$ cat config.mk
export PLATFORM = sky130hd
export DESIGN_NAME = pvi_core
export DESIGN_NICKNAME = d
export VERILOG_FILES = /design/src/pvi_core.v
export VERILOG_INCLUDE_DIRS = /design/src
export SDC_FILE = /design/constraint.sdc
export NUM_CORES = 1
export LEC_CHECK = 0
export ABC_AREA = 1
export ABC_CLOCK_PERIOD_IN_PS = 2200
export BUFFER_PORTS_ARGS = -buffer_cell sky130_fd_sc_hd__buf_4
export CAP_MARGIN = 0
export CORE_ASPECT_RATIO = 0.9
export CORE_MARGIN = 2
export CORE_UTILIZATION = 48
export CTS_CLUSTER_SIZE = 25
export DETAILED_ROUTE_END_ITERATION = 8
export MAX_ROUTING_LAYER = met4
export PLACE_DENSITY = 0.63
export REMOVE_ABC_BUFFERS = 1
export SYNTH_ARGS = -nofsm -noshare
export SYNTH_HDL_FRONTEND = slang
export SYNTH_SLANG_ARGS = --single-unit
$ cat constraint.sdc
create_clock -name ref_clk_i -period 2.2 [get_ports ref_clk_i]
set_input_delay 0 -clock ref_clk_i [delete_from_list [all_inputs] [get_ports ref_clk_i]]
set_output_delay 0 -clock ref_clk_i [all_outputs]
set_load 0.02 [all_outputs]
$ cat src/pvi_regs.vh
// Field positions, encodings and sequence constants of the vector/init controller
`ifndef PVI_REGS_VH
`define PVI_REGS_VH

// First init word fields (written with select line low, bit 4 high)
`define PVI_W1_NEED4_BIT     0
`define PVI_W1_LONE_BIT      1
`define PVI_W1_SPACE4_BIT    2
`define PVI_W1_LEVEL_BIT     3
`define PVI_W1_MARK_BIT      4

// Fourth init word fields
`define PVI_W4_VECMODE_BIT   0
`define PVI_W4_AUTO_BIT      1
`define PVI_W4_MASTER_BIT    2
`define PVI_W4_BUF_BIT       3
`define PVI_W4_NEST_BIT      4

// Operation words
`define PVI_OP_SEL3_BIT      3
`define PVI_OP_EOI_BIT       5
`define PVI_OP_SPEC_BIT      6
`define PVI_OP_RDREG_BIT     1
`define PVI_OP_RDISR_BIT     0
`define PVI_OP_SMM_BIT       5
`define PVI_OP_ESMM_BIT      6

// Reset values
`define PVI_MASK_RST         8'h00
`define PVI_WORD_RST         8'h00

// Vector bytes and levels
`define PVI_CALL_OPCODE      8'hCD
`define PVI_FALLBACK_LEVEL   3'h7
`define PVI_CASC_IDLE        3'h0

// Acknowledge pulses per sequence
`define PVI_CALL_PULSES      2'h3
`define PVI_VEC_PULSES       2'h2

// Init sequencer states
`define PVI_ST_UNINIT        3'h0
`define PVI_ST_WANT2         3'h1
`define PVI_ST_WANT3         3'h2
`define PVI_ST_WANT4         3'h3
`define PVI_ST_READY         3'h4

`endif

$ cat src/pvi_core.v
// Vector byte generation and init word sequencing for an eight-level interrupt controller
// Summary of operation
// - Call mode first acknowledge drives call opcode, lone or master only
// - Spacing four: address 7..5, level, two zeros
// - Spacing eight: address 7..6, level, three zeros
// - Third call pulse drives stored high address
// - Vector mode: two pulses, never call opcode
// - Vector first pulse: freeze, cascade code, bus off
// - Vector second pulse: base top five, level
// - Two to four init words, then operation words
// - Select low, bit four high restarts init
// - First word resets edge detectors
// - First word clears masks, line seven lowest
// - First word clears special mask, reads pending
// - No fourth word zeroes fourth-word settings
// - Level trigger bit makes requests level sensitive
// - Spacing bit: one gives four, zero eight
// - Lone controller skips the third word
// - Master cascades remaining bytes to slave
// - Slave drives later bytes on id match
// - Role from pin, or fourth word when buffered
// - Buffered mode turns pin into transceiver enable
// - Special nesting bit selects special nesting
// - Auto finish bit selects automatic end
// - Auto finish clears service bit after last pulse
// - Vector pulse sets service; in edge mode it also clears pending
// - No request answers level seven, cascade idle
`include "pvi_regs.vh"

module pvi_core (
  // Clock, reset, enable
  input  wire       ref_clk_i,
  input  wire       rst_i,
  input  wire       clk_en_i,
  // Processor bus pins
  input  wire       cs_n_i,
  input  wire       wr_n_i,
  input  wire       rd_n_i,
  input  wire       register_select_line_i,
  input  wire [7:0] data_i,
  output reg  [7:0] data_o,
  output reg        data_oe_n_o,
  input  wire       ack_strobe_n_i,
  output reg        int_o,
  // Request inputs
  input  wire [7:0] request_lines_i,
  // Cascade pins
  input  wire [2:0] chain_id_lines_i,
  output reg  [2:0] chain_id_lines_o,
  output reg        chain_id_lines_oe_n_o,
  // Role strap or transceiver enable pin
  input  wire       role_or_transceiver_pin_i,
  output reg        role_or_transceiver_pin_o,
  output reg        role_or_transceiver_pin_oe_n_o
);

  // Two-stage synchronisers for every pin input
  reg       cs_n_m, wr_n_m, rd_n_m, sel_m, ack_n_m, role_m;
  reg       cs_n_s, wr_n_s, rd_n_s, sel_s, ack_n_s, role_s;
  reg [7:0] data_m, req_m, data_s, req_s;
  reg [2:0] casc_m, casc_s;

  // Edge history of synchronised strobes
  reg       wr_n_d, ack_n_d;
  reg [7:0] req_d;
  reg [7:0] wdata_reg;
  reg       wsel_reg;
  reg       wcs_reg;

  // Programmed words and state
  reg [2:0] state_reg;
  reg [7:0] init_word_one_reg;
  reg [7:0] vector_base_word_reg;
  reg [7:0] cascade_topology_word_reg;
  reg [7:0] mode_options_word_reg;
  reg [7:0] pending_bits_reg;
  reg [7:0] service_bits_reg;
  reg [7:0] mask_bits_reg;
  reg       special_mask_reg;
  reg       read_service_reg;

  // Acknowledge sequence state
  reg [1:0] pulse_cnt_reg;
  reg [2:0] level_reg;
  reg       spurious_reg;
  reg       cascaded_reg;
  reg       own_reg;

  // Write is taken on the trailing edge of the strobe, with select and data held from the low phase
  wire wr_done  = wr_n_s & ~wr_n_d & ~wcs_reg;
  // Named by the pin level: fall opens a pulse, rise closes it
  wire ack_fall = ~ack_n_s & ack_n_d;
  wire ack_rise = ack_n_s & ~ack_n_d;
  wire is_word1 = wr_done & ~wsel_reg & wdata_reg[`PVI_W1_MARK_BIT];
  wire ready    = (state_reg == `PVI_ST_READY);

  // Decoded mode fields
  wire level_mode  = init_word_one_reg[`PVI_W1_LEVEL_BIT];
  wire lone        = init_word_one_reg[`PVI_W1_LONE_BIT];
  wire space4      = init_word_one_reg[`PVI_W1_SPACE4_BIT];
  wire vec_mode    = mode_options_word_reg[`PVI_W4_VECMODE_BIT];
  wire auto_finish = mode_options_word_reg[`PVI_W4_AUTO_BIT];
  wire buffered    = mode_options_word_reg[`PVI_W4_BUF_BIT];
  wire nesting     = mode_options_word_reg[`PVI_W4_NEST_BIT];
  // Buffered mode takes role from the word; otherwise the pin strap decides
  wire is_master   = buffered ? mode_options_word_reg[`PVI_W4_MASTER_BIT] : role_s;
  wire [1:0] last_pulse = vec_mode ? `PVI_VEC_PULSES : `PVI_CALL_PULSES;
  // A master takes the level for a cascaded slave too, so its own service bit blocks repeats
  wire       grant     = ack_fall & ready & (pulse_cnt_reg == 2'h1) & ~spurious_reg &
                         (own_reg | cascaded_reg);
  wire [7:0] grant_vec = grant ? (8'h01 << level_reg) : 8'h00;

  // Fixed priority, line 0 highest, line 7 lowest
  reg [7:0] eligible;
  reg       any_req;
  reg [2:0] best;
  reg [2:0] top_isr;
  reg       blocked;
  reg       any_isr;
  integer   i;
  integer   j;
  always @* begin
    eligible = 8'h00;
    any_req  = 1'b0;
    best     = `PVI_FALLBACK_LEVEL;
    top_isr  = 3'h0;
    any_isr  = 1'b0;
    blocked  = 1'b0;
    for (i = 0; i < 8; i = i + 1) begin
      blocked = 1'b0;
      for (j = 0; j < 8; j = j + 1) begin
        // Special nesting lets a cascaded master reopen its own level
        if (service_bits_reg[j] && !(special_mask_reg && mask_bits_reg[j]) &&
            ((j < i) || (j == i && !(nesting && is_master))))
          blocked = 1'b1;
      end
      eligible[i] = pending_bits_reg[i] & ~mask_bits_reg[i] & ~blocked;
    end
    // Scan from lowest to highest so the highest priority is left standing
    for (i = 7; i >= 0; i = i - 1) begin
      if (eligible[i]) begin
        any_req = 1'b1;
        best    = i[2:0];
      end
      if (service_bits_reg[i]) begin
        any_isr = 1'b1;
        top_isr = i[2:0];
      end
    end
  end

  // Byte driven by this controller for the current acknowledge pulse
  reg [7:0] vec_byte;
  reg       vec_drive;
  always @* begin
    vec_byte  = 8'h00;
    vec_drive = 1'b0;
    if (!ack_n_s && pulse_cnt_reg != 2'h0) begin
      if (pulse_cnt_reg == 2'h1) begin
        // Slave never supplies the opcode; vector mode keeps the bus off
        vec_drive = ~vec_mode & (lone | is_master);
        vec_byte  = `PVI_CALL_OPCODE;
      end else begin
        vec_drive = own_reg;
        if (vec_mode)
          vec_byte = {vector_base_word_reg[7:3], level_reg};
        else if (pulse_cnt_reg == 2'h3)
          vec_byte = vector_base_word_reg;
        else if (space4)
          vec_byte = {init_word_one_reg[7:5], level_reg, 2'b00};
        else
          vec_byte = {init_word_one_reg[7:6], level_reg, 3'b000};
      end
    end
  end

  // Status reads stay off the bus during an acknowledge pulse
  wire rd_drive = ~rd_n_s & ~cs_n_s & ack_n_s;
  wire [7:0] rd_byte = sel_s ? mask_bits_reg :
                       (read_service_reg ? service_bits_reg : pending_bits_reg);

  // Pin synchronisers
  always @(posedge ref_clk_i) begin
    if (rst_i) begin
      {cs_n_m, wr_n_m, rd_n_m, ack_n_m} <= 4'hF;
      {cs_n_s, wr_n_s, rd_n_s, ack_n_s} <= 4'hF;
      {sel_m, sel_s, role_m, role_s}    <= 4'h0;
      data_m <= 8'h00;
      data_s <= 8'h00;
      req_m  <= 8'h00;
      req_s  <= 8'h00;
      casc_m <= 3'h0;
      casc_s <= 3'h0;
    end else if (clk_en_i) begin
      {cs_n_m, wr_n_m, rd_n_m, ack_n_m} <= {cs_n_i, wr_n_i, rd_n_i, ack_strobe_n_i};
      {cs_n_s, wr_n_s, rd_n_s, ack_n_s} <= {cs_n_m, wr_n_m, rd_n_m, ack_n_m};
      sel_m  <= register_select_line_i;
      sel_s  <= sel_m;
      role_m <= role_or_transceiver_pin_i;
      role_s <= role_m;
      data_m <= data_i;
      data_s <= data_m;
      req_m  <= request_lines_i;
      req_s  <= req_m;
      casc_m <= chain_id_lines_i;
      casc_s <= casc_m;
    end
  end

  // Main state
  always @(posedge ref_clk_i) begin
    if (rst_i) begin
      wr_n_d                    <= 1'b1;
      ack_n_d                   <= 1'b1;
      req_d                     <= 8'hFF;
      wdata_reg                 <= 8'h00;
      wsel_reg                  <= 1'b0;
      wcs_reg                   <= 1'b1;
      state_reg                 <= `PVI_ST_UNINIT;
      init_word_one_reg         <= `PVI_WORD_RST;
      vector_base_word_reg      <= `PVI_WORD_RST;
      cascade_topology_word_reg <= `PVI_WORD_RST;
      mode_options_word_reg     <= `PVI_WORD_RST;
      pending_bits_reg          <= 8'h00;
      service_bits_reg          <= 8'h00;
      mask_bits_reg             <= `PVI_MASK_RST;
      special_mask_reg          <= 1'b0;
      read_service_reg          <= 1'b0;
      pulse_cnt_reg             <= 2'h0;
      level_reg                 <= `PVI_FALLBACK_LEVEL;
      spurious_reg              <= 1'b0;
      cascaded_reg              <= 1'b0;
      own_reg                   <= 1'b0;
    end else if (clk_en_i) begin
      wr_n_d  <= wr_n_s;
      ack_n_d <= ack_n_s;
      req_d   <= req_s;
      // Capture write data while the strobe is low; taken at its trailing edge
      if (!wr_n_s) begin
        wdata_reg <= data_s;
        wsel_reg  <= sel_s;
        wcs_reg   <= cs_n_s;
      end

      // Request capture; a new edge wins over an acknowledge clear
      if (level_mode)
        pending_bits_reg <= req_s;
      else
        pending_bits_reg <= ((pending_bits_reg & ~grant_vec) | (req_s & ~req_d)) & req_s;

      // Acknowledge sequence
      if (ack_fall && ready) begin
        if (pulse_cnt_reg == 2'h0) begin
          // First pulse freezes the resolution result
          level_reg     <= any_req ? best : `PVI_FALLBACK_LEVEL;
          spurious_reg  <= ~any_req;
          cascaded_reg  <= ~lone & is_master & any_req & cascade_topology_word_reg[best];
          pulse_cnt_reg <= 2'h1;
        end else begin
          if (pulse_cnt_reg == 2'h1) begin
            if (grant)
              service_bits_reg[level_reg] <= 1'b1;
          end
          pulse_cnt_reg <= pulse_cnt_reg + 2'h1;
        end
      end
      // Ownership of bytes after the first is settled once the cascade code is stable
      if (ack_n_s && pulse_cnt_reg == 2'h1) begin
        if (lone || is_master)
          own_reg <= ~cascaded_reg;
        else
          own_reg <= (casc_s == cascade_topology_word_reg[2:0]);
      end
      // Last pulse closes the sequence; auto finish drops the bit it set
      if (ack_rise && pulse_cnt_reg == last_pulse) begin
        pulse_cnt_reg <= 2'h0;
        own_reg       <= 1'b0;
        if (auto_finish && !spurious_reg && (own_reg || cascaded_reg))
          service_bits_reg[level_reg] <= 1'b0;
      end

      // Register writes
      if (is_word1) begin
        init_word_one_reg <= wdata_reg;
        state_reg         <= `PVI_ST_WANT2;
        // Lines already high must fall and rise again
        req_d             <= 8'hFF;
        pending_bits_reg  <= 8'h00;
        mask_bits_reg     <= 8'h00;
        service_bits_reg  <= 8'h00;
        special_mask_reg  <= 1'b0;
        read_service_reg  <= 1'b0;
        // Init restart abandons any acknowledge sequence in flight
        pulse_cnt_reg     <= 2'h0;
        own_reg           <= 1'b0;
        if (!wdata_reg[`PVI_W1_NEED4_BIT])
          mode_options_word_reg <= 8'h00;
      end else if (wr_done) begin
        case (state_reg)
          `PVI_ST_WANT2: begin
            vector_base_word_reg <= wdata_reg;
            // Lone controller skips the cascade word
            if (!lone)
              state_reg <= `PVI_ST_WANT3;
            else if (init_word_one_reg[`PVI_W1_NEED4_BIT])
              state_reg <= `PVI_ST_WANT4;
            else
              state_reg <= `PVI_ST_READY;
          end
          `PVI_ST_WANT3: begin
            cascade_topology_word_reg <= wdata_reg;
            // Fourth word only when the first asked for it
            state_reg <= init_word_one_reg[`PVI_W1_NEED4_BIT] ? `PVI_ST_WANT4 : `PVI_ST_READY;
          end
          `PVI_ST_WANT4: begin
            mode_options_word_reg <= wdata_reg;
            state_reg             <= `PVI_ST_READY;
          end
          `PVI_ST_READY: begin
            // Operation words accepted any time after init
            if (wsel_reg)
              mask_bits_reg <= wdata_reg;
            else if (wdata_reg[`PVI_OP_SEL3_BIT]) begin
              if (wdata_reg[`PVI_OP_RDREG_BIT])
                read_service_reg <= wdata_reg[`PVI_OP_RDISR_BIT];
              if (wdata_reg[`PVI_OP_ESMM_BIT])
                special_mask_reg <= wdata_reg[`PVI_OP_SMM_BIT];
            end else if (wdata_reg[`PVI_OP_EOI_BIT]) begin
              // A grant in the same cycle keeps its bit: the set wins
              if (wdata_reg[`PVI_OP_SPEC_BIT]) begin
                if (!grant_vec[wdata_reg[2:0]])
                  service_bits_reg[wdata_reg[2:0]] <= 1'b0;
              end else if (any_isr && !grant_vec[top_isr])
                service_bits_reg[top_isr] <= 1'b0;
            end
          end
          default: state_reg <= `PVI_ST_UNINIT;
        endcase
      end
    end
  end

  // Registered pin drive
  always @(posedge ref_clk_i) begin
    if (rst_i) begin
      data_o                         <= 8'h00;
      data_oe_n_o                    <= 1'b1;
      int_o                          <= 1'b0;
      chain_id_lines_o               <= `PVI_CASC_IDLE;
      chain_id_lines_oe_n_o          <= 1'b1;
      role_or_transceiver_pin_o      <= 1'b1;
      role_or_transceiver_pin_oe_n_o <= 1'b1;
    end else if (clk_en_i) begin
      // Vector bytes take the bus over status reads
      data_o      <= vec_drive ? vec_byte : (rd_drive ? rd_byte : 8'h00);
      data_oe_n_o <= ~(vec_drive | rd_drive);
      // Request is withdrawn once the first pulse has frozen the level
      int_o       <= ready & any_req & (pulse_cnt_reg == 2'h0);
      // Master drives cascade code only for a slave-owned level
      chain_id_lines_oe_n_o <= ~(ready & ~lone & is_master);
      chain_id_lines_o      <= cascaded_reg && pulse_cnt_reg != 2'h0 ? level_reg : `PVI_CASC_IDLE;
      // Transceiver enable is active low while data is driven out
      role_or_transceiver_pin_oe_n_o <= ~buffered;
      role_or_transceiver_pin_o      <= ~(vec_drive | rd_drive);
    end
  end

endmodule // pvi_core

==> results.sh, run 1 <==
export IMPL_powerDensity_mw_per_mm2=719
export IMPL_fin_setup_tns_ps=0
export IMPL_cts_buffers=17
export IMPL_p_leak_nw=3.63
export IMPL_worstPathRequired_ps=2490
export IMPL_place_congestion=1.01
export IMPL_track_usage_pct=29.3
export IMPL_route_detailed_drc=0
export IMPL_finalCritPeriodShare_pct=92.5
export IMPL_pin_count=44
export IMPL_dr_total_vias=7129
export IMPL_root_buffer="clkbuf_16"
export IMPL_chipHeight_um=120
export IMPL_layout_nets=1152
export IMPL_end_kind="flip-flop"
export IMPL_die_area_mm2=0.0160
export IMPL_ys_ff_latch=150
export IMPL_hold_violations=0
export IMPL_coreArea_mm2=0.0147
export IMPL_synthTopCellsByCount="175 x nand2_1, 150 x dfxtp_1, 143 x nor2_1"
export IMPL_syn_area_per_cell_um2=6.96
export IMPL_viasPerCell=5.35
export IMPL_diodes=0
export IMPL_cts_tree="built"
export IMPL_synth_cell_types=44
export IMPL_final_max_slew_viol_count=0
export IMPL_dp_cells=1272
export IMPL_multi_input_comb_area_mm2=0.00355
export IMPL_drive_above_1_share_pct=16.1
export IMPL_seq_area_frac_synth_pct=41.8
export IMPL_instances_no_fill=1332
export IMPL_cp_start_kind="flip-flop"
export IMPL_tightest_slew_ps=650
export IMPL_status="completed"
export IMPL_ys_flop_type="dfxtp_1"
export IMPL_skew_ps=8.88
export IMPL_htreeDepth=4
export IMPL_clkTransAtPathRegs_ps=70
export IMPL_first_pass_iters=5
export IMPL_die_w_um=133
export IMPL_design_area_mm2=0.00882
export IMPL_synth_cells=1032
export IMPL_yosysMostFrequentCell="nand2_1"
export IMPL_cap_violations=0
export IMPL_slew_headroom_pct=56.7
export IMPL_grt_max_degree=53
export IMPL_ant_nets=0
export IMPL_yosysWarningCount=0
export IMPL_setup_viol=0
export IMPL_drt_iter0_drc=646
export IMPL_ctsLongestPathBuffers=2
export IMPL_synthArstFlopShare_pct=0
export IMPL_hpwl_um=15400
export IMPL_syn_area_mm2=0.00719
export IMPL_ir_drop_mv=0.588
export IMPL_crit_arrival_ps=2330
export IMPL_post_route_min_period_ps=2030
export IMPL_core_rowCount=42
export IMPL_overflow=0
export IMPL_hold_class="input port to flip-flop"
export IMPL_fillCellCount=1435
export IMPL_placed_area_mm2=0.00792
export IMPL_antenna_found_initial=0
export IMPL_synth_area_leaders="dfxtp_1 42%, nand2_1 9.1%, o21ai_0 9.1%"
export IMPL_area_delta_synth_final_pct=22.8
export IMPL_r2r_slack_ps=170
export IMPL_cts_sinks=150
export IMPL_grt_pass1_wl_um=35400
export IMPL_synth_top_cell_area_share_pct=41.8
export IMPL_grt_pass1_vias=6664
export IMPL_insertion_delay_ps=430
export IMPL_yosys_area_top_type="dfxtp_1"
export IMPL_io_buffers=43
export IMPL_critical_path_class="flip-flop to flip-flop"
export IMPL_start_util_pct=49.0
export IMPL_max_clock_freq_mhz=492
export IMPL_routed_wl_um=21700
export IMPL_wire_per_inst_um=16.3
export IMPL_synth_edff_count=0
export IMPL_regArea_mm2=0.00300
export IMPL_crit_fanout=11
kinds of logic after synthesis:
logic type	Yosys count	share of synthesized area [%]
buf+inv	160	9.00
fa+ha+maj	3	0.522
compound gates	299	23.2
flops	150	41.8
xor+xnor	4	0.487
simple gates	416	25.0
repair_timing:
action	4_1_cts	5_1_grt
endpoints found under the hold margin	25	0
hold buffers	25	0
setup buffers	0	3
setup endpoints to repair	0	15
gates resized for setup	0	4
critical path, cell delays in order (launching register included):
cell and delay [ps]:
dfxtp_1 360, inv_1 90, ha_1 240, nand3_4 180
nor2_1 110, o211ai_1 190, nand2_1 130, nor2_4 210
nand2_1 90, o21ai_1 120, nand2_1 60, nand2_1 70
a21oi_2 50
cells in the final DEF (no fill, tap or decap), types with 17 or more instances in the layout:
| cell | instances |
|---|---|
| a21oi_1 | 97 |
| dlygate4sd3_1 | 25 |
| clkbuf_16 | 17 |
| dfxtp_1 | 150 |
| inv_1 | 90 |
| nand2_1 | 175 |
| o21ai_0 | 130 |
| nor2_1 | 142 |
| buf_4 | 96 |
| nand3_1 | 49 |
| nor3_1 | 17 |
power breakdown:
group	internal, mW	total [mW]	switching, mW
clock	1.74	2.98	1.25
combinational	0.193	0.482	0.289
sequential	2.81	2.88	0.0659
total	4.75	6.35	1.60
metrics by stage:
step	worst slack [ps]	utilization, %	hold WS (ps)	total power [mW]
after global routing	-14.3	60.2	128	6.57
after floorplan	98.3	-	62.4	3.16
final	165	60.2	87.7	6.35
after CTS	79.6	59.8	72.5	6.38
after detailed placement	85.3	54.0	215	3.38
after global placement	148	54.0	210	3.38
path summary, 6_finish.rpt:
kind | start | endpoint | depth (start not counted)
worst min-delay path | rst_i | level_reg[0] | 3
worst max-delay path | pulse_cnt_reg[1] | service_bits_reg[1] | 12
worst max register to register | pulse_cnt_reg[1] | service_bits_reg[1] | 12
worst min register to register | wr_n_m | wr_n_m | 2
routing by layer:
metal | track usage (%) | vias up | part of all wire (%)
met5 | - | - | 0
met2 | 42.9 | 254 | 43
met4 | 9.48 | 0 | 2.1
li1 | - | 3609 | -
met3 | 5.70 | 34 | 7.9
met1 | 40.9 | 3232 | 47
layout make-up:
| type | instances | area share, % |
|---|---|---|
| Clock buffer | 19 | 5.02 |
| Clock inverter | 13 | 1.87 |
| Inverter | 107 | 4.57 |
| Multi-Input combinational cell | 722 | 40.2 |
| Sequential cell | 150 | 34.0 |
| Tap cell | 198 | 2.81 |
| Timing Repair Buffer | 123 | 11.5 |
(Power assumes the default switching activity.)
==> run 2: changes to the inputs <==
--- a/config.mk
+++ b/config.mk
@@ -13,6 +13,8 @@
 export CORE_ASPECT_RATIO = 0.9
 export CORE_MARGIN = 2
 export CORE_UTILIZATION = 48
+export CTS_BUF_LIST = sky130_fd_sc_hd__clkbuf_8
+export CTS_CLUSTER_DIAMETER = 30
 export CTS_CLUSTER_SIZE = 25
 export DETAILED_ROUTE_END_ITERATION = 8
 export MAX_ROUTING_LAYER = met4
==> results.sh, run 2 (synthesis gave the netlist of run 1 again) <==
export IMPL_max_clock_freq_mhz=496
export IMPL_routed_wl_um=21900
export IMPL_powerDensity_mw_per_mm2=645
export IMPL_chipHeight_um=120
export IMPL_tightest_slew_ps=653
export IMPL_slew_headroom_pct=56.5
export IMPL_critical_path_class="flip-flop to flip-flop"
export IMPL_skew_ps=13.6
export IMPL_cap_violations=0
export IMPL_pwr_share_comb_pct=8.6
export IMPL_p_leak_nw=3.55
export IMPL_grt_pass1_wl_um=35300
export IMPL_finalCritPeriodShare_pct=91.6
export IMPL_p_int_mw=4.08
export IMPL_core_rowCount=42
export IMPL_crit_buf_inv=2
export IMPL_start_util_pct=49.0
export IMPL_status="completed"
export IMPL_setup_viol=0
export IMPL_layout_commonest_cell="nand2_1"
export IMPL_ir_drop_mv=0.537
export IMPL_power_clock_fraction_pct=39.9
export IMPL_hold_ws_ps=53.1
export IMPL_multi_input_comb_area_mm2=0.00357
export IMPL_dp_cells=1272
export IMPL_final_max_slew_viol_count=0
export IMPL_cpMostUsedCell="nand2_1"
export IMPL_cp_start_kind="flip-flop"
export IMPL_track_usage_pct=29.3
export IMPL_post_route_min_period_ps=2020
export IMPL_max_stage_delay_ps=330
export IMPL_drive_above_1_share_pct=16.6
export IMPL_viasPerCell=5.34
export IMPL_dpl_worst_slack_ps=85.3
export IMPL_worstPathRequired_ps=2590
export IMPL_fillCellCount=1453
export IMPL_cp_cell_sequence="inv_1 > nand3_4 > nor2_4 > nand3_4 > buf_4 > nor2_4 > nand2_1 > nand3_1 > nand2_1 > nand2_2 > nand2_4 > nand2_1 > o21ai_1 > nand2_1 > nand2_1 > a21oi_2"
export IMPL_power_switching_mw=1.51
export IMPL_overflow=0
export IMPL_die_area_mm2=0.0160
export IMPL_ant_nets=0
export IMPL_hpwl_um=15400
export IMPL_instances_no_fill=1335
export IMPL_cp_top_family="simple AND/OR/NAND/NOR gates"
export IMPL_cts_sinks=150
export IMPL_route_detailed_drc=0
export IMPL_cts_tree="built"
export IMPL_seqPwrFrac_pct=51.5
export IMPL_setup_ws_ps=184
export IMPL_crit_arrival_ps=2400
export IMPL_regArea_mm2=0.00300
export IMPL_pin_count=44
export IMPL_grt_pass1_vias=6678
export IMPL_end_kind="flip-flop"
export IMPL_insertion_delay_ps=460
export IMPL_diodes=0
export IMPL_grt_max_degree=53
export IMPL_hold_violations=0
export IMPL_place_congestion=1.01
export IMPL_dr_total_vias=7125
export IMPL_htreeDepth=4
export IMPL_wire_per_inst_um=16.4
export IMPL_coreArea_mm2=0.0147
export IMPL_hold_class="input port to flip-flop"
export IMPL_crit_slowest_cell="dfxtp_1"
export IMPL_io_buffers=43
export IMPL_clkTransAtPathRegs_ps=90
export IMPL_die_w_um=133
export IMPL_first_pass_iters=6
export IMPL_cts_buffers=17
export IMPL_final_cell_mix="175 x nand2_1, 149 x dfxtp_1, 141 x nor2_1"
export IMPL_crit_fanout=8
export IMPL_utilization_pct=59.1
export IMPL_root_buffer="clkbuf_8"
export IMPL_ctsLongestPathBuffers=2
export IMPL_layout_nets=1155
export IMPL_drt_iter0_drc=647
export IMPL_area_delta_synth_final_pct=20.5
export IMPL_antenna_found_initial=0
export IMPL_swShare_pct=27.0
## run 2: cell types whose count changed in the layout (fill, tap and decap cells not counted), sizes merged
cell,change
clkbuf,-1
nand3,+1
buf,+2
inv,+1
## run 2: through the flow
stage	power [mW]	setup TNS (ps)	cell area [µm²]
3_5_place_dp	3.38	0	7920
4_1_cts	5.62	0	8580
2_1_floorplan	3.16	0	6940
6_report	5.59	0	8660
3_3_place_gp	3.38	0	7920
5_1_grt	5.80	-31.9	8660
## run 2: cell type report
| class | count | area share, % |
|---|---|---|
| multi-input cells | 723 | 41.2 |
| flip-flops and latches | 150 | 34.7 |
| repair buffers | 125 | 11.8 |
| inverters | 107 | 4.65 |
| clock buffers | 18 | 2.86 |
| well taps | 198 | 2.86 |
| clock inverters | 14 | 1.95 |
## run 2: per-layer routing
| layer | track usage, % | wire length, µm | up-vias |
|---|---|---|---|
| met5 | - | 0 | - |
| met4 | 8.27 | 439 | 0 |
| met3 | 6.97 | 1710 | 37 |
| met2 | 43.5 | 9450 | 246 |
| met1 | 39.8 | 10300 | 3224 |
| li1 | - | - | 3618 |
## run 2: what timing repair did
item                       4_1_cts  5_1_grt
hold endpoints to repair        25        0
setup endpoints to repair        0       14
setup buffers                    0        5
hold buffers                    25        0
resized for setup                0        7
## run 2: worst reg2reg max path: stages (launching register included)
cell and delay [ps]:
dfxtp_1 330, inv_1 150, nand3_4 130, nor2_4 170, nand3_4 150, buf_4 190
nor2_4 140, nand2_1 70, nand3_1 60, nand2_1 60, nand2_2 70, nand2_4 80
nand2_1 70, o21ai_1 60, nand2_1 60, nand2_1 60, a21oi_2 100
## run 2: power groups by stage
stage	Clock [mW]	Combinational [mW]	Sequential (mW)
floorplan	0	0.223	2.94
global placement	0	0.438	2.94
detailed placement	0	0.439	2.94
CTS	2.27	0.477	2.88
global route	2.37	0.541	2.89
finish	2.23	0.481	2.88
## run 2: final timing paths
path / startpoint / to / slack [ps] / cells past startpoint
setup / recovery: state_reg[1] / service_bits_reg[7] / 180 / 16
hold / removal: rst_i / level_reg[0] / 50 / 3
setup reg to reg: state_reg[1] / service_bits_reg[7] / 180 / 16
hold reg to reg: cascade_topology_word_reg[3] / cascade_topology_word_reg[3] / 460 / 2
